[src/oss_cfg.svh]
// offsets, field positions, reset values and timing counts for sample sync control
//
// Summary of operation
// - power_save_request enters power save, registers kept
// - power save clears flags, stops oscillator
// - results keep last completed conversion in power save
// - power save request aborts running conversion
// - reset bit returns all registers to reset
// - reset bit self-clears after reset sequence
// - timestamp pushed every eight samples when enabled
// - changed subranging code replaces tag with 0x1D
// - software restart aborts sample, starts new, self-clears
// - mode 0000 drives pin only on A/B/C
// - mode 0010: pin starts samples, internal exposures
// - mode 0110: pin times samples and exposures
// - mode 1001: falling edge terminates current sample
// - mode 1010: edge wakes one sample, then sleep
// - dark offset added when enabled
// - offset 8192 single pulse, 4096 dual pulse
// - range select sets converter step size; this block has no range select field and drives no step size
`ifndef OSS_CFG_SVH
`define OSS_CFG_SVH

// ----------------------------------------------------------------
// register indices (byte address is four times the index)
// ----------------------------------------------------------------
`define OSS_IDX_STAT     8'h00
`define OSS_IDX_RES      8'h01
`define OSS_IDX_SYS      8'h0D
`define OSS_IDX_SYNC     8'h10
`define OSS_IDX_CFG1     8'h11
`define OSS_IDX_CFG2     8'h12

// ----------------------------------------------------------------
// reset values and writable masks
// ----------------------------------------------------------------
`define OSS_SYS_RST      8'h00
`define OSS_SYS_MASK     8'h0E
`define OSS_SYNC_RST     8'h00
`define OSS_SYNC_MASK    8'hCF
`define OSS_CFG1_RST     8'h03
`define OSS_CFG1_MASK    8'hCF
`define OSS_CFG2_RST     8'h88

// ----------------------------------------------------------------
// field positions
// ----------------------------------------------------------------
`define OSS_SYS_RESET    0
`define OSS_SYS_PSAVE    1
`define OSS_SYNC_TSEN    7
`define OSS_SYNC_CHG     6
`define OSS_SYNC_SWR     4
`define OSS_CFG1_DOFF    6

// ----------------------------------------------------------------
// pin function codes, tags, offsets
// ----------------------------------------------------------------
`define OSS_PIN_MUX      4'h0
`define OSS_PIN_STRIG    4'h2
`define OSS_PIN_XTRIG    4'h6
`define OSS_PIN_ABORT    4'h9
`define OSS_PIN_WAKE     4'hA
`define OSS_TAG_CHG      5'h1D
`define OSS_TAG_TS       5'h1E
`define OSS_OFS_SINGLE   20'h02000
`define OSS_OFS_DUAL     20'h01000
`define OSS_SR_DUAL_LO   5'h06
`define OSS_SR_DUAL_HI   5'h09
`define OSS_DATA_MAX     19'h7FFFF

// ----------------------------------------------------------------
// timing: figures in ns, counts at the 8 ns clock, least times round up
// ----------------------------------------------------------------
`define OSS_CLK_NS       8
`define OSS_NS2CYC(ns)   (((ns) + `OSS_CLK_NS - 1) / `OSS_CLK_NS)
`define OSS_POR_NS       1000
`define OSS_POR_CYC      `OSS_NS2CYC(`OSS_POR_NS)
`define OSS_PW0_NS       21300
`define OSS_PW1_NS       35900
`define OSS_PW2_NS       65200
`define OSS_PW3_NS       123800
`define OSS_SMP_PER_NS   40008002

`endif

[src/oss_pkg.sv]
// types shared by the sample sync control block
package oss_pkg;
  // exposure sequencer states
  typedef enum logic [1:0] {
    SQ_IDLE,
    SQ_EXPOSE,
    SQ_GAP
  } oss_seq_state_t;
  // converter sample word
  typedef logic [18:0] oss_data_t;
endpackage

[src/oss_seq.sv]
// exposure sequencer: runs the exposures of one sample
`timescale 1ns/100ps
`default_nettype none
module oss_seq #(
  parameter int CW = 16,
  parameter int XW = 3
) (
  input  wire logic          aclk,
  input  wire logic          srst_n,
  input  wire logic          start,
  input  wire logic          abort,
  input  wire logic          ext_step_mode,
  input  wire logic          step,
  input  wire logic [XW-1:0] n_exp,
  input  wire logic [CW-1:0] pw_cyc,
  output logic               busy,
  output logic               exp_done,
  output logic [XW-1:0]      exp_idx,
  output logic               smp_done
);
  oss_pkg::oss_seq_state_t st_q;  // sequencer state
  logic [CW-1:0]           cnt_q;  // cycles into exposure
  logic [XW-1:0]           idx_q;  // running exposure slot

  assign busy = (st_q != oss_pkg::SQ_IDLE);

  // ----------------------------------------------------------------
  // sequence: start restarts from any state, so a restart needs no idle gap
  // ----------------------------------------------------------------
  always_ff @(posedge aclk) begin
    if (!srst_n) begin
      st_q     <= oss_pkg::SQ_IDLE;
      cnt_q    <= '0;
      idx_q    <= '0;
      exp_done <= 1'b0;
      exp_idx  <= '0;
      smp_done <= 1'b0;
    end else begin
      exp_done <= 1'b0;
      smp_done <= 1'b0;
      if (start) begin
        st_q  <= oss_pkg::SQ_EXPOSE;
        cnt_q <= '0;
        idx_q <= '0;
      end else if (abort) begin
        // abandoned sample: no done pulses
        st_q <= oss_pkg::SQ_IDLE;
      end else begin
        case (st_q)
          oss_pkg::SQ_EXPOSE: begin
            if (cnt_q == pw_cyc - 1'b1) begin
              exp_done <= 1'b1;
              exp_idx  <= idx_q;
              cnt_q    <= '0;
              if (idx_q == n_exp - 1'b1) begin
                smp_done <= 1'b1;
                st_q     <= oss_pkg::SQ_IDLE;
              end else begin
                idx_q <= idx_q + 1'b1;
                // external mode waits for the next pin edge
                st_q  <= ext_step_mode ? oss_pkg::SQ_GAP : oss_pkg::SQ_EXPOSE;
              end
            end else begin
              cnt_q <= cnt_q + 1'b1;
            end
          end
          oss_pkg::SQ_GAP: begin
            if (step) begin
              st_q <= oss_pkg::SQ_EXPOSE;
            end
          end
          default: begin
          end
        endcase
      end
    end
  end
endmodule
`default_nettype wire

[src/oss_top.sv]
// sample sync control: register slave, pin trigger modes, tagging and power save
//
// The implementer's own choice: the AXI4-Lite interface to the registers.
`include "oss_cfg.svh"
`timescale 1ns/100ps
`default_nettype none
module oss_top #(
  parameter int          ADDR_W     = 12,
  parameter int          NUM_SLOTS  = 2,
  parameter int unsigned PW2_CYC    = `OSS_NS2CYC(`OSS_PW2_NS),
  parameter int unsigned PW3_CYC    = `OSS_NS2CYC(`OSS_PW3_NS),
  parameter int unsigned SMP_PER_CYC = `OSS_NS2CYC(`OSS_SMP_PER_NS)
) (
  input  wire logic              aclk,
  input  wire logic              aresetn,
  input  wire logic [ADDR_W-1:0] awaddr,
  input  wire logic              awvalid,
  output logic                   awready,
  input  wire logic [31:0]       wdata,
  input  wire logic [3:0]        wstrb,
  input  wire logic              wvalid,
  output logic                   wready,
  output logic [1:0]             bresp,
  output logic                   bvalid,
  input  wire logic              bready,
  input  wire logic [ADDR_W-1:0] araddr,
  input  wire logic              arvalid,
  output logic                   arready,
  output logic [31:0]            rdata,
  output logic [1:0]             rresp,
  output logic                   rvalid,
  input  wire logic              rready,
  input  wire logic              gpio_in,
  output logic                   gpio_out,
  output logic                   gpio_oe,
  input  wire logic              slot_abc_active,
  input  wire logic [18:0]       adc_data,
  input  wire logic              dac_code_changed,
  output logic                   osc_run,
  output logic                   push_valid,
  output logic [4:0]             push_tag,
  output logic [18:0]            push_data
);
  // ----------------------------------------------------------------
  // state
  // ----------------------------------------------------------------
  logic              por_q;      // forced reset sequence running
  logic [15:0]       por_cnt_q;  // reset sequence timer
  logic [7:0]        sys_q;      // system control storage
  logic [7:0]        sync_q;     // sample sync control storage
  logic              swr_q;      // software restart pulse
  logic [7:0]        cfg1_q;     // readout config one
  logic [7:0]        cfg2_q;     // rate and averaging
  logic              rdy_q;      // sample ready flag
  logic              aw_full_q;  // write address held
  logic              w_full_q;   // write data held
  logic [7:0]        aw_idx_q;   // held write index
  logic              aw_ok_q;    // held address word aligned
  logic [7:0]        w_byte_q;   // held write byte
  logic              w_lane_q;   // byte lane 0 enabled
  logic              gpio_prev_q; // pin sampled last cycle
  logic [31:0]       fr_cnt_q;   // free-run sample timer
  logic              awake_q;    // single sample wake in progress
  logic              ts_pend_q;  // timestamp push owed
  logic [2:0]        smp_cnt_q;  // samples in timestamp block
  logic [18:0]       ts_cnt_q;   // completed sample count
  oss_pkg::oss_data_t last_res_q; // last completed result

  logic              rst_n;
  logic              do_wr;
  logic              aw_take;
  logic              ar_take;
  logic              w_hit;
  logic [7:0]        ar_idx;
  logic              psave;
  logic [3:0]        mode;
  logic              fall;
  logic              busy;
  logic              exp_done;
  logic              smp_done;
  logic [2:0]        exp_idx;
  logic              start;
  logic              abort;
  logic              fr_tick;
  logic              dual;
  logic [15:0]       pw_cyc;
  logic [19:0]       sum;
  oss_pkg::oss_data_t sat;

  // forced reset holds everything but the bus slave
  assign rst_n = aresetn & ~por_q;
  assign psave = sys_q[`OSS_SYS_PSAVE];
  assign mode  = sync_q[3:0];
  assign fall  = gpio_prev_q & ~gpio_in;

  // ----------------------------------------------------------------
  // bus slave
  // ----------------------------------------------------------------
  assign aw_take = awvalid & awready;
  assign ar_take = arvalid & arready;
  assign do_wr   = aw_full_q & w_full_q & ~bvalid;
  assign ar_idx  = araddr[9:2];
  assign w_hit   = do_wr & aw_ok_q & w_lane_q;

  // address and data are taken independently, in either order
  always_ff @(posedge aclk) begin
    if (!aresetn) begin
      aw_full_q <= 1'b0;
      w_full_q  <= 1'b0;
      awready   <= 1'b0;
      wready    <= 1'b0;
      aw_idx_q  <= 8'h00;
      aw_ok_q   <= 1'b0;
      w_byte_q  <= 8'h00;
      w_lane_q  <= 1'b0;
      bvalid    <= 1'b0;
      bresp     <= 2'h0;
    end else begin
      aw_full_q <= (aw_full_q & ~do_wr) | aw_take;
      w_full_q  <= (w_full_q & ~do_wr) | (wvalid & wready);
      awready   <= ~((aw_full_q & ~do_wr) | aw_take);
      wready    <= ~((w_full_q & ~do_wr) | (wvalid & wready));
      if (aw_take) begin
        aw_idx_q <= awaddr[9:2];
        aw_ok_q  <= (awaddr[1:0] == 2'h0) && (awaddr[ADDR_W-1:10] == '0);
      end
      if (wvalid & wready) begin
        w_byte_q <= wdata[7:0];
        w_lane_q <= wstrb[0];
      end
      if (do_wr) begin
        bvalid <= 1'b1;
        // unmapped or misaligned addresses answer slave error
        bresp  <= (aw_ok_q && (aw_idx_q == `OSS_IDX_SYS || aw_idx_q == `OSS_IDX_SYNC
                   || aw_idx_q == `OSS_IDX_CFG1 || aw_idx_q == `OSS_IDX_CFG2)) ? 2'h0 : 2'h2;
      end else if (bready) begin
        bvalid <= 1'b0;
      end
    end
  end

  // read answer one cycle after the address is taken
  always_ff @(posedge aclk) begin
    if (!aresetn) begin
      arready <= 1'b0;
      rvalid  <= 1'b0;
      rdata   <= 32'h0;
      rresp   <= 2'h0;
    end else begin
      arready <= ~(ar_take | (rvalid & ~rready));
      if (ar_take) begin
        rvalid <= 1'b1;
        rresp  <= 2'h0;
        case (ar_idx)
          `OSS_IDX_STAT: rdata <= {28'h0, awake_q, osc_run, busy, rdy_q};
          `OSS_IDX_RES:  rdata <= {13'h0, last_res_q};
          `OSS_IDX_SYS:  rdata <= {24'h0, sys_q[7:1], por_q};
          `OSS_IDX_SYNC: rdata <= {24'h0, sync_q[7:5], swr_q, sync_q[3:0]};
          `OSS_IDX_CFG1: rdata <= {24'h0, cfg1_q};
          `OSS_IDX_CFG2: rdata <= {24'h0, cfg2_q};
          default: begin
            rdata <= 32'h0;
            rresp <= 2'h2;
          end
        endcase
        if (araddr[1:0] != 2'h0 || araddr[ADDR_W-1:10] != '0) begin
          rresp <= 2'h2;
        end
      end else if (rready) begin
        rvalid <= 1'b0;
      end
    end
  end

  // ----------------------------------------------------------------
  // forced reset sequence
  // ----------------------------------------------------------------
  always_ff @(posedge aclk) begin
    if (!aresetn) begin
      por_q     <= 1'b0;
      por_cnt_q <= 16'h0;
    end else if (por_q) begin
      por_cnt_q <= por_cnt_q + 16'h1;
      if (por_cnt_q == 16'(`OSS_POR_CYC - 1)) begin
        por_q <= 1'b0;
      end
    end else if (w_hit && aw_idx_q == `OSS_IDX_SYS && w_byte_q[`OSS_SYS_RESET]) begin
      por_q     <= 1'b1;
      por_cnt_q <= 16'h0;
    end
  end

  // ----------------------------------------------------------------
  // configuration registers, kept and writable in power save
  // ----------------------------------------------------------------
  always_ff @(posedge aclk) begin
    if (!rst_n) begin
      sys_q  <= `OSS_SYS_RST;
      sync_q <= `OSS_SYNC_RST;
      cfg1_q <= `OSS_CFG1_RST;
      cfg2_q <= `OSS_CFG2_RST;
      swr_q  <= 1'b0;
    end else begin
      // restart bit lives one cycle only
      swr_q <= w_hit && aw_idx_q == `OSS_IDX_SYNC && w_byte_q[`OSS_SYNC_SWR];
      if (w_hit && aw_idx_q == `OSS_IDX_SYS) begin
        sys_q <= w_byte_q & `OSS_SYS_MASK;
      end
      if (w_hit && aw_idx_q == `OSS_IDX_SYNC) begin
        sync_q <= w_byte_q & `OSS_SYNC_MASK;
      end
      if (w_hit && aw_idx_q == `OSS_IDX_CFG1) begin
        cfg1_q <= w_byte_q & `OSS_CFG1_MASK;
      end
      if (w_hit && aw_idx_q == `OSS_IDX_CFG2) begin
        cfg2_q <= w_byte_q;
      end
    end
  end

  // ----------------------------------------------------------------
  // sample start and abort sources
  // ----------------------------------------------------------------
  // pin triggered modes do not free-run; ticking at or past the period keeps a count that ran on there from stalling
  assign fr_tick = (mode != `OSS_PIN_STRIG) && (mode != `OSS_PIN_XTRIG) && (mode != `OSS_PIN_WAKE)
                   && !psave && (fr_cnt_q >= SMP_PER_CYC - 1);
  assign start = !psave && (swr_q || fr_tick
                 || (fall && !busy && (mode == `OSS_PIN_STRIG || mode == `OSS_PIN_XTRIG))
                 || (fall && !busy && mode == `OSS_PIN_WAKE));
  assign abort = psave || (fall && mode == `OSS_PIN_ABORT);

  // free-run timer, realigned by a sync edge or restart
  always_ff @(posedge aclk) begin
    if (!rst_n || psave || swr_q || fr_tick || (fall && mode == `OSS_PIN_ABORT)) begin
      fr_cnt_q <= 32'h0;
    end else begin
      fr_cnt_q <= fr_cnt_q + 32'h1;
    end
  end

  // pin edge detector; idle pin floats high
  always_ff @(posedge aclk) begin
    if (!rst_n) begin
      gpio_prev_q <= 1'b1;
    end else begin
      gpio_prev_q <= gpio_in;
    end
  end

  // exposure length from the pulse width code
  always_comb begin
    case (cfg1_q[1:0])
      2'h0:    pw_cyc = 16'(`OSS_NS2CYC(`OSS_PW0_NS));
      2'h1:    pw_cyc = 16'(`OSS_NS2CYC(`OSS_PW1_NS));
      2'h2:    pw_cyc = 16'(PW2_CYC);
      default: pw_cyc = 16'(PW3_CYC);
    endcase
  end

  oss_seq #(
    .CW (16),
    .XW (3)
  ) u_seq (
    .aclk          (aclk),
    .srst_n        (rst_n),
    .start         (start),
    .abort         (abort),
    .ext_step_mode (mode == `OSS_PIN_XTRIG),
    .step          (fall && mode == `OSS_PIN_XTRIG),
    .n_exp         (3'(NUM_SLOTS)),
    .pw_cyc        (pw_cyc),
    .busy          (busy),
    .exp_done      (exp_done),
    .exp_idx       (exp_idx),
    .smp_done      (smp_done)
  );

  // ----------------------------------------------------------------
  // oscillator, pin driver and flag
  // ----------------------------------------------------------------
  always_ff @(posedge aclk) begin
    if (!rst_n) begin
      awake_q  <= 1'b0;
      osc_run  <= 1'b0;
      gpio_oe  <= 1'b0;
      gpio_out <= 1'b0;
      rdy_q    <= 1'b0;
    end else begin
      // one sample per wake edge, then full shutdown
      awake_q  <= (mode == `OSS_PIN_WAKE) && !psave && ((awake_q && !smp_done) || (fall && !busy));
      osc_run  <= !psave && (mode != `OSS_PIN_WAKE || awake_q);
      // reserved codes fall out here with the pin three-stated
      gpio_oe  <= (mode == `OSS_PIN_MUX) && slot_abc_active && !psave;
      gpio_out <= busy;
      // a completion in the read cycle keeps the flag set
      rdy_q    <= smp_done || (rdy_q && !psave && !(ar_take && ar_idx == `OSS_IDX_STAT));
    end
  end

  // ----------------------------------------------------------------
  // data path: dark offset, tags, timestamps
  // ----------------------------------------------------------------
  assign dual = (cfg2_q[7:3] >= `OSS_SR_DUAL_LO) && (cfg2_q[7:3] <= `OSS_SR_DUAL_HI);
  // offset added, saturating rather than wrapping at full scale
  assign sum  = {1'b0, adc_data} + (!cfg1_q[`OSS_CFG1_DOFF] ? 20'h0
                : (dual ? `OSS_OFS_DUAL : `OSS_OFS_SINGLE));
  assign sat  = sum[19] ? `OSS_DATA_MAX : sum[18:0];

  always_ff @(posedge aclk) begin
    if (!rst_n) begin
      push_valid <= 1'b0;
      push_tag   <= 5'h00;
      push_data  <= 19'h0;
      ts_pend_q  <= 1'b0;
      smp_cnt_q  <= 3'h0;
      ts_cnt_q   <= 19'h0;
      last_res_q <= 19'h0;
    end else begin
      push_valid <= exp_done || ts_pend_q;
      if (exp_done) begin
        push_data <= sat;
        push_tag  <= (sync_q[`OSS_SYNC_CHG] && dac_code_changed) ? `OSS_TAG_CHG
                     : 5'({2'h0, exp_idx} + 5'h01);
      end else if (ts_pend_q) begin
        push_data <= ts_cnt_q;
        push_tag  <= `OSS_TAG_TS;
      end
      ts_pend_q <= smp_done && sync_q[`OSS_SYNC_TSEN] && (smp_cnt_q == 3'h7);
      if (smp_done) begin
        smp_cnt_q  <= smp_cnt_q + 3'h1;
        ts_cnt_q   <= ts_cnt_q + 19'h1;
        last_res_q <= sat;
      end
    end
  end

  // ----------------------------------------------------------------
  // assertions
  // ----------------------------------------------------------------
  localparam int POR_BOUND = `OSS_POR_CYC;
endmodule
`default_nettype wire

[config.mk]
export PLATFORM = sky130hd
export DESIGN_NAME = oss_top
export DESIGN_NICKNAME = d
export VERILOG_FILES = /design/src/oss_pkg.sv /design/src/oss_seq.sv /design/src/oss_top.sv
export VERILOG_INCLUDE_DIRS = /design/src /design/src/src
export SDC_FILE = /design/constraint.sdc
export NUM_CORES = 1
export LEC_CHECK = 0
export BUFFER_PORTS_ARGS = -buffer_cell sky130_fd_sc_hd__buf_2
export CAP_MARGIN = 40
export CORE_MARGIN = 2
export CORE_UTILIZATION = 45
export DETAILED_ROUTE_END_ITERATION = 8
export PLACE_DENSITY = 0.65
export SYNTH_ARGS = -nofsm -noshare
export SYNTH_HDL_FRONTEND = slang
export SYNTH_SLANG_ARGS = --single-unit
export TNS_END_PERCENT = 10
[constraint.sdc]
create_clock -name aclk -period 3.68 [get_ports aclk]
set_input_delay 0.184 -clock aclk [delete_from_list [all_inputs] [get_ports aclk]]
set_output_delay 0.184 -clock aclk [all_outputs]
set_load 0.01 [all_outputs]
* After elaboration in Yosys (flattened, before gate mapping)
Index checks and enable logic that the tools add are counted.
** Operators by class
- Bitwise gates (word level) :: 29
- Eq/ne operators :: 28
- $lt $le $gt $ge :: 3
- Mux-type cells :: 32
- Reduce and logical (&&, ||, !) cells :: 77
- Add/subtract/negate cells :: 9
** Operators by type and width (count)
- $pmux W19 S6 :: 1
- $mux W19 :: 3
- $eq A8 B5 Y1 const B :: 6
- $mux W16 :: 3
- $pmux W14 S3 :: 1
- $add A16 B1 Y16 const B :: 2
- $add A32 B1 Y32 const B :: 1
- $ge A32 B23 Y1 const B :: 1
- $logic_and A1 B1 Y1 :: 31
- $mux W14 :: 2
- $add A19 B14 Y20 :: 1
- $add A19 B1 Y19 const B :: 1
- $logic_or A1 B1 Y1 :: 17
- $eq A16 B16 Y1 :: 1
- $eq A16 B7 Y1 const B :: 1
- $eq A8 B4 Y1 const B :: 2
- $reduce_bool A2 Y1 :: 8
- $mux W5 :: 3
- $sub A14 B1 Y15 const B :: 1
- $mux W2 :: 7
- $not A1 Y1 :: 14
- $and A1 B1 Y1 :: 12
- $ne A4 B3 Y1 const B :: 3
- $mux W1 :: 11
- 30 further kinds :: 45
** Word-level totals
- Bits of input ports :: 89
- Register bits after elaboration :: 233
- Logic and storage cells :: 220

* Longest topological paths before layout
Gate-level depths: netlist (run 1).
- Word-level depth :: 11
- Mapped depth :: 12
- Mapped depth without buffers :: 12

* Hierarchy
A second synthesis (run 1) with hierarchy kept.
** Unflattened totals
- Cell total of the unflattened synthesis :: 1256
- Area total of the unflattened synthesis :: 10618.9 µm²
** By module, submodules not included
- oss_top :: cells each 1012, sequential area each 3843.7 µm², times used 1, area each 8697.1 µm²
- oss_seq :: cells each 244, sequential area each 520.5 µm², times used 1, area each 1921.8 µm²

* Worst setup path before layout (run 1)
Ideal clock, no wire load.
- Path kind :: register -> register
- Start :: register cfg1_q[0]
- End :: register u_seq.idx_q[2]
- Setup time :: 70 ps
- Required time :: 3610 ps
- Path slack :: 1378 ps
- Stages on the path, launching flop included :: 11
- Period minus slack after synthesis :: 2302 ps
- Data arrival time :: 2232 ps
- Cell sequence :: dfxtp_1 > ha_1 > inv_1 > ha_1 > xor2_1 > nand4_1 > a2111oi_2 > buf_4 > nand3_1 > or3_1 > a21oi_1
** On the way
- Cells in the longest elaborated chain, start to end :: 5
- Elaborated cells between the ends (all ways) :: 7
** RTL lines
- start: declaration :: line oss_top.sv:52 : logic [7:0] cfg1_q;
- start signal: assignment :: line oss_top.sv:200 : cfg1_q <= `OSS_CFG1_RST;
- start signal: assignment :: line oss_top.sv:213 : cfg1_q <= w_byte_q & `OSS_CFG1_MASK;
- $eq A2 B2 Y1 (tied with other cells) :: line oss_top.sv:252 : case (cfg1_q[1:0])
- $pmux W14 S3 (*) :: line oss_top.sv:252
- $sub A14 B1 Y15 (*) :: line oss_seq.sv:51 : if (cnt_q == pw_cyc - 1'b1) begin
- $eq A16 B16 Y1 (*) :: line oss_seq.sv:51
- $reduce_and A4 Y1 (no line) (*)
- end signal: assignment :: line oss_seq.sv:59 : idx_q <= idx_q + 1'b1;
- end: declaration :: line oss_seq.sv:23 : logic [XW-1:0] idx_q;
Mark *: on every way between the ends. The rest lies on a longest branch, timed or not.
A chain may end at the register's enable or synchronous reset.

* Worst setup path after layout (run 1)
- Start :: register cfg1_q[0]
- End :: register u_seq.idx_q[1]
Same word-level chain as after synthesis.

==> results of run 1 <==
[power groups by stage]
stage	clock network [mW]	registers, mW	logic [mW]
after detailed placement	0	2.46	0.233
after global routing	2.82	2.42	0.280
after global placement	0	2.46	0.221
final	2.66	2.41	0.253
after floorplan	0	2.46	0.143
after CTS	2.72	2.41	0.253
[through the flow]
step | worst slack, ns | instances
floorplan | 1.38 | 1182
detailed placement | 0.926 | 1517
global placement | 0.909 | 1513
global route | 0.615 | 1587
finish | 0.917 | 1588
CTS | 0.892 | 1587
[path summary, 6_finish.rpt]
kind | from | end | slack (ns)
max | cfg1_q[0] | u_seq.idx_q[1] | 0.92
min | adc_data[10] | push_data[10] | 0.05
max reg2reg | cfg1_q[0] | u_seq.idx_q[1] | 0.92
min reg2reg | rdata[11] | rdata[11] | 0.46
[worst max-delay path, stage by stage (launching register included)]
cell	delay, ns
dfxtp_1	0.48
ha_1	0.24
inv_1	0.05
ha_1	0.28
xor2_1	0.14
nand4_1	0.17
a2111oi_2	0.46
and2_1	0.53
and3_1	0.24
a211oi_1	0.05
[metal layers]
metal | vias up | share of wire [%] | global-route usage [%]
li1 | 4310 | - | -
met1 | 3934 | 47 | 26.4
met2 | 168 | 47 | 32.4
met3 | 25 | 4.3 | 3.02
met4 | 0 | 1.6 | 4.72
met5 | - | 0 | 0
[state kept, by name (all words and copies together), names as in the netlist, 2 cells and up]
register and cells:
fr_cnt_q 32, last_res_q 19, push_data 19, rdata 19
ts_cnt_q 19, por_cnt_q 16, u_seq.cnt_q 16, aw_idx_q 8
cfg2_q 8, w_byte_q 8, cfg1_q 6, sync_q 6
push_tag 5, smp_cnt_q 3, sys_q 3, u_seq.exp_idx 3
u_seq.idx_q 3, u_seq.st_q 2
[placed cells by master, fill, tap and decap left out, drive strengths merged, types with 8 or more instances in the layout]
| cell type | synthesis | layout |
|---|---|---|
| clkinv | 0 | 8 |
| and3 | 28 | 28 |
| and2 | 24 | 24 |
| clkbuf | 42 | 30 |
| nand2b | 13 | 13 |
| nand3 | 67 | 67 |
| a22oi | 10 | 10 |
| conb | 1 | 15 |
| xnor2 | 29 | 29 |
| nand3b | 8 | 8 |
| dlygate4sd3 | 0 | 25 |
| and4 | 8 | 8 |
| nor2b | 33 | 33 |
| nand2 | 109 | 109 |
| a21oi | 34 | 34 |
| ha | 23 | 23 |
| or3 | 9 | 9 |
| buf | 33 | 129 |
| inv | 23 | 24 |
| nor4 | 11 | 11 |
| o21ai | 29 | 29 |
| nor3 | 25 | 25 |
| xor2 | 38 | 38 |
| a21boi | 34 | 34 |
| a221oi | 10 | 10 |
| mux2i | 32 | 32 |
| nand4 | 17 | 17 |
| dfxtp | 218 | 218 |
| a211oi | 57 | 57 |
| nor2 | 149 | 149 |
[layout make-up]
cell class / count / share of cell area, %
repair buffers: 155 / 8.19
clock inverters: 15 / 1.84
inverters: 23 / 0.716
diodes: 1 / 0.0207
clock buffers: 30 / 5.59
multi-input cells: 866 / 44.6
flip-flops and latches: 218 / 36.2
well taps: 280 / 2.90
[cell families (layout without fill, tap and decap cells)]
family          count (synthesis)  after routing
buf+inv                        98            223
other cells                     1             16
simple gates                  523            523
mux                            34             34
xor+xnor                       67             67
flops                         218            218
compound gates                203            203
fa+ha+maj                      24             24
==> qor.yml, run 1 <==
outcome: "finished, final reports clean"
multiInputGateArea_um2: 5380
die_w_um: 154
grt_usage_pct: 19.4
cts_tree: "built"
grt_first_pass_wirelength_um: 38800
antenna_found_initial: 1
grt_pass1_vias: 7861
drive_gt1_share_pct: 14.8
initial_core_util_pct: 46.2
placedInstanceArea_um2: 10900
maxSlewViolCount: 0
ff2ff_path_depth: 9
power_frac_comb_pct: 4.7
drt_first_pass_iters: 5
async_reset_ff_share_pct: 0
boundaryPins: 158
final_area_um2: 12100
critPathMaxFanout: 14
swShare_pct: 21.9
hold_depth: 3
dieArea_um2: 23700
finalSetupViolations: 0
switchingPower_mw: 1.17
hold_path.class: "in -> reg"
synthAdderAreaFrac_pct: 3.04
synth_mux_area_share_pct: 3.38
clkSinkCount: 218
p_clk_share_pct: 49.9
endpoint_kind: "register"
power_mw: 5.32
overflow: 0
wirelength_um: 23500
std_cell_rows: 54
netlist.area_leader.share_pct: 43.1
synth_area_leader_cell: "dfxtp_1"
path_class: "reg -> reg"
fmax_ghz: 0.362
ctsHoldBuffers: 25
worstPathArrival_ns: 3.15
post_synth_inst_count: 1168
vias: 8437
ys_seq_elements: 218
die_y_um: 154
post-dp-hpwl_um: 16200
vdd_drop_max_mv: 0.320
synthTopCellsByArea: "dfxtp_1 43%, nor2_1 5.5%, a211oi_1 4.2%"
p_leak_nw: 4.82
synth_area_um2: 10100
post_cts_buffers: 0
synth_top_cells_by_count: "218 x dfxtp_1, 148 x nor2_1, 109 x nand2_1, 66 x nand3_1, 57 x a211oi_1"
fin_crit_ns: 2.76
core_area_um2: 22000
ys_seq_area_share_pct: 43.1
ys_types: 70
tightestPinTransition_ns: 0.854
yosysMostFrequentCell: "dfxtp_1"
hold_violations: 0
synth-simple-area-share_pct: 26.2
route.detailed.drc: 0
avgViaCountPerCell: 5.31
skew_ns: 0.0249
n_fill_cell: 2030
drt-initial-drc-count: 490
cp-start-kind: "register"
gp_congestion: 0.844
power_density_nw_per_um2: 441
synth_xor_xnor_area_share_pct: 5.79
syn_area_per_cell_um2: 8.68
areaGrowthSynthToFinish_pct: 19.0
cp.required_ns: 4.07
cap_violations: 0
cts_resized: 0
cts_root_buffer: "clkbuf_16"
register_area_um2: 4370
final_core_util_pct: 54.9
synth_edf_count: 0
synth_top_family_by_area: "simple AND/OR/NAND/NOR gates"
port_buffers: 115
cts.path.max_buffers: 3
antenna_left: 0
post-route-period-util_pct: 75.1
avgRoutedWirePerCell_um: 14.8
ys.flop_type: "dfxtp_1"
fin_setup_tns_ns: 0
slew_headroom_pct: 43.1
path_clk_slew_ns: 0.06
rsz0062_at_grt: "no"
clk_latency_ns: 0.52
finalHoldWorstSlack_ns: 0.0451
grt_max_degree: 79
pwr-share-seq_pct: 45.3
synth-compound-area-share_pct: 13.9
yosysWarnings: 0
htree_levels: 1
cts-buffers-inserted: 25
nNetsFinal: 1402
p_int_mw: 4.16
Power figures use the tool's default switching activity.
==> run 2, diff against run 1 <==
PLACE_DENSITY = 0.67   (was 0.65)
clock period = 2.4 ns   (was 3.68 ns; I/O delays follow)
==> run 2 against run 1 <==
  * Largest cell class unchanged
  * Final cell count up 2.1%
  * Sequential cell count unchanged
  * Cell area is 2.4% higher
==> qor.yml, run 2 (synthesis results as in run 1) <==
slew_headroom_pct: 51.4  # was 43.1%
power_density_nw_per_um2: 644  # was 441 nW/µm²
maxSlewViolCount: 0  # unchanged
p_leak_nw: 4.96  # was 4.82 nW
die_w_um: 154  # unchanged
pwr-share-seq_pct: 46.5  # was 45.3%
cap_violations: 0  # unchanged
p_int_mw: 6.19  # was 4.16 mW
fmax_ghz: 0.426  # was 0.362 GHz
hold_violations: 0  # unchanged
avgViaCountPerCell: 5.29  # was 5.31
met1_length_um: 11100  # about the same
port_buffers: 115  # unchanged
registers.top_by_ff_count: "fr_cnt_q"  # unchanged
tightestPinTransition_ns: 0.728  # was 0.854 ns
boundaryPins: 158  # unchanged
clk_latency_ns: 0.53  # was 0.52 ns
gp_congestion: 0.838  # was 0.844
vdd_drop_max_mv: 0.450  # was 0.320 mV
dieArea_um2: 23700  # unchanged
stdcell_count: 1622  # was 1588
mostFrequentLayoutCells: "215 x dfxtp_1, 147 x nor2_1, 115 x buf_2, 109 x nand2_1, 65 x nand3_1"  # was 217 x dfxtp_1, 148 x nor2_1, 115 x buf_2, 109 x nand2_1, 66 x nand3_1
die_y_um: 154  # unchanged
finalSetupViolations: 0  # unchanged
htree_levels: 1  # unchanged
met3_length_um: 1110  # was 1010 µm
grt_max_degree: 50  # was 79
antenna_found_initial: 2  # was 1
cts_root_buffer: "clkbuf_16"  # unchanged
overflow: 0  # unchanged
drt-initial-drc-count: 465  # was 490
cts.path.max_buffers: 3  # unchanged
outcome: "finished, final reports clean"  # unchanged
top_layer_used: "met4"  # unchanged
worstPathArrival_ns: 2.80  # was 3.15 ns
critPathMaxFanout: 6  # was 14
path_clk_slew_ns: 0.06  # about the same
placedInstanceArea_um2: 11000  # was 10900 µm²
cts-buffers-inserted: 24  # was 25
antenna_left: 0  # unchanged
nNetsFinal: 1436  # was 1402
largest_reg_flops: 32  # unchanged
wl_met2_um: 10900  # was 11000 µm
hold_path.class: "in -> reg"  # unchanged
route.detailed.drc: 0  # unchanged
switchingPower_mw: 1.76  # was 1.17 mW
grt_pass1_vias: 8001  # was 7861
cts_tree: "built"  # unchanged
swShare_pct: 22.1  # was 21.9%
power_frac_comb_pct: 5.1  # was 4.7%
rsz0062_at_grt: "yes"  # was no
dp.cells: 1535  # was 1517
endpoint_kind: "register"  # unchanged
final_area_um2: 12400  # was 12100 µm²
power_mw: 7.95  # was 5.32 mW
wirelength_um: 23900  # was 23500 µm
final_common_cell: "dfxtp_1"  # unchanged
grt_usage_pct: 19.8  # was 19.4%
core_area_um2: 22000  # unchanged
post-route-period-util_pct: 97.8  # was 75.1%
avgRoutedWirePerCell_um: 14.7  # was 14.8 µm
initial_core_util_pct: 46.2  # unchanged
drt_first_pass_iters: 5  # unchanged
std_cell_rows: 54  # unchanged
grt_first_pass_wirelength_um: 39300  # was 38800 µm
fin_crit_ns: 2.35  # was 2.76 ns
vias: 8586  # was 8437
post-dp-hpwl_um: 16600  # was 16200 µm
clkSinkCount: 218  # unchanged
skew_ns: 0.0189  # was 0.0249 ns
drive_gt1_share_pct: 16.6  # was 14.8%
cp.required_ns: 2.85  # was 4.07 ns
path_class: "reg -> reg"  # unchanged
areaGrowthSynthToFinish_pct: 21.9  # was 19.0%
cp-start-kind: "register"  # unchanged
p_clk_share_pct: 48.3  # was 49.9%
## run 2: cell types whose count changed in the layout (fill, tap and decap cells not counted), moves of 3 or more
cell / before / now
buf_4: 11 / 31
dlygate4sd3_1: 25 / 40
clkbuf_8: 3 / 6
ha_1: 23 / 20
buf_12: 0 / 3
## run 2: through the flow
stage	util, %	setup TNS [ns]	setup slack (ns)	hold WS, ns
after detailed placement	50.2	-0.0857	-0.0857	0.355
after global routing	56.3	-0.680	-0.136	0.0124
after CTS	55.9	0	0.0222	0.000899
final	56.3	0	0.0534	0.0171
after global placement	50.1	-0.0327	-0.0327	0.353
after floorplan	-	0	0.0982	0.221
## run 2: critical path: stages (launching register included)
cell	delay [ns]
dfxtp_2	0.35
inv_4	0.05
ha_2	0.18
ha_4	0.27
xor2_2	0.13
nand4_1	0.15
a2111oi_2	0.31
buf_4	0.19
buf_12	0.11
nand3_4	0.07
or3_1	0.34
a21oi_1	0.13
## run 2: cell type report
cell class / count / area, µm²
inverter: 23 / 88.8
sequential: 218 / 4370
timing repair buffer: 190 / 1280
clock buffer: 33 / 694
fill: 1951 / 9600
multi-input combinational: 866 / 5420
tap: 280 / 350
antenna: 1 / 2.50
clock inverter: 11 / 149
## run 2: what timing repair did
item | CTS | global route
setup buffers | 1 | 1
hold endpoints to repair | 45 | 0
resized for setup | 2 | 15
endpoints found under the setup margin | 5 | 42
pin swaps | 2 | 9
hold buffers | 40 | 0
## run 2: final timing paths
check / from / endpoint / slack [ns] / cells after the start
max: cfg1_q[1] / u_seq.idx_q[2] / 0.05 / 11
min: adc_data[3] / push_data[3] / 0.02 / 3
max reg2reg: cfg1_q[1] / u_seq.idx_q[2] / 0.05 / 11
min reg2reg: rdata[11] / rdata[11] / 0.46 / 2
## run 2: routing by layer
layer | track usage, % | vias to the layer above
met2 | 32.0 | 197
met1 | 26.6 | 3948
met5 | 0 | -
met4 | 7.34 | 0
met3 | 3.13 | 54
li1 | - | 4387
## run 2: power groups by stage
| stage | combinational [mW] | sequential [mW] | clock [mW] |
|---|---|---|---|
| CTS | 0.403 | 3.70 | 3.94 |
| global route | 0.448 | 3.70 | 4.10 |
| finish | 0.407 | 3.70 | 3.85 |
| global placement | 0.346 | 3.78 | 0 |
| floorplan | 0.219 | 3.78 | 0 |
| detailed placement | 0.353 | 3.78 | 0 |
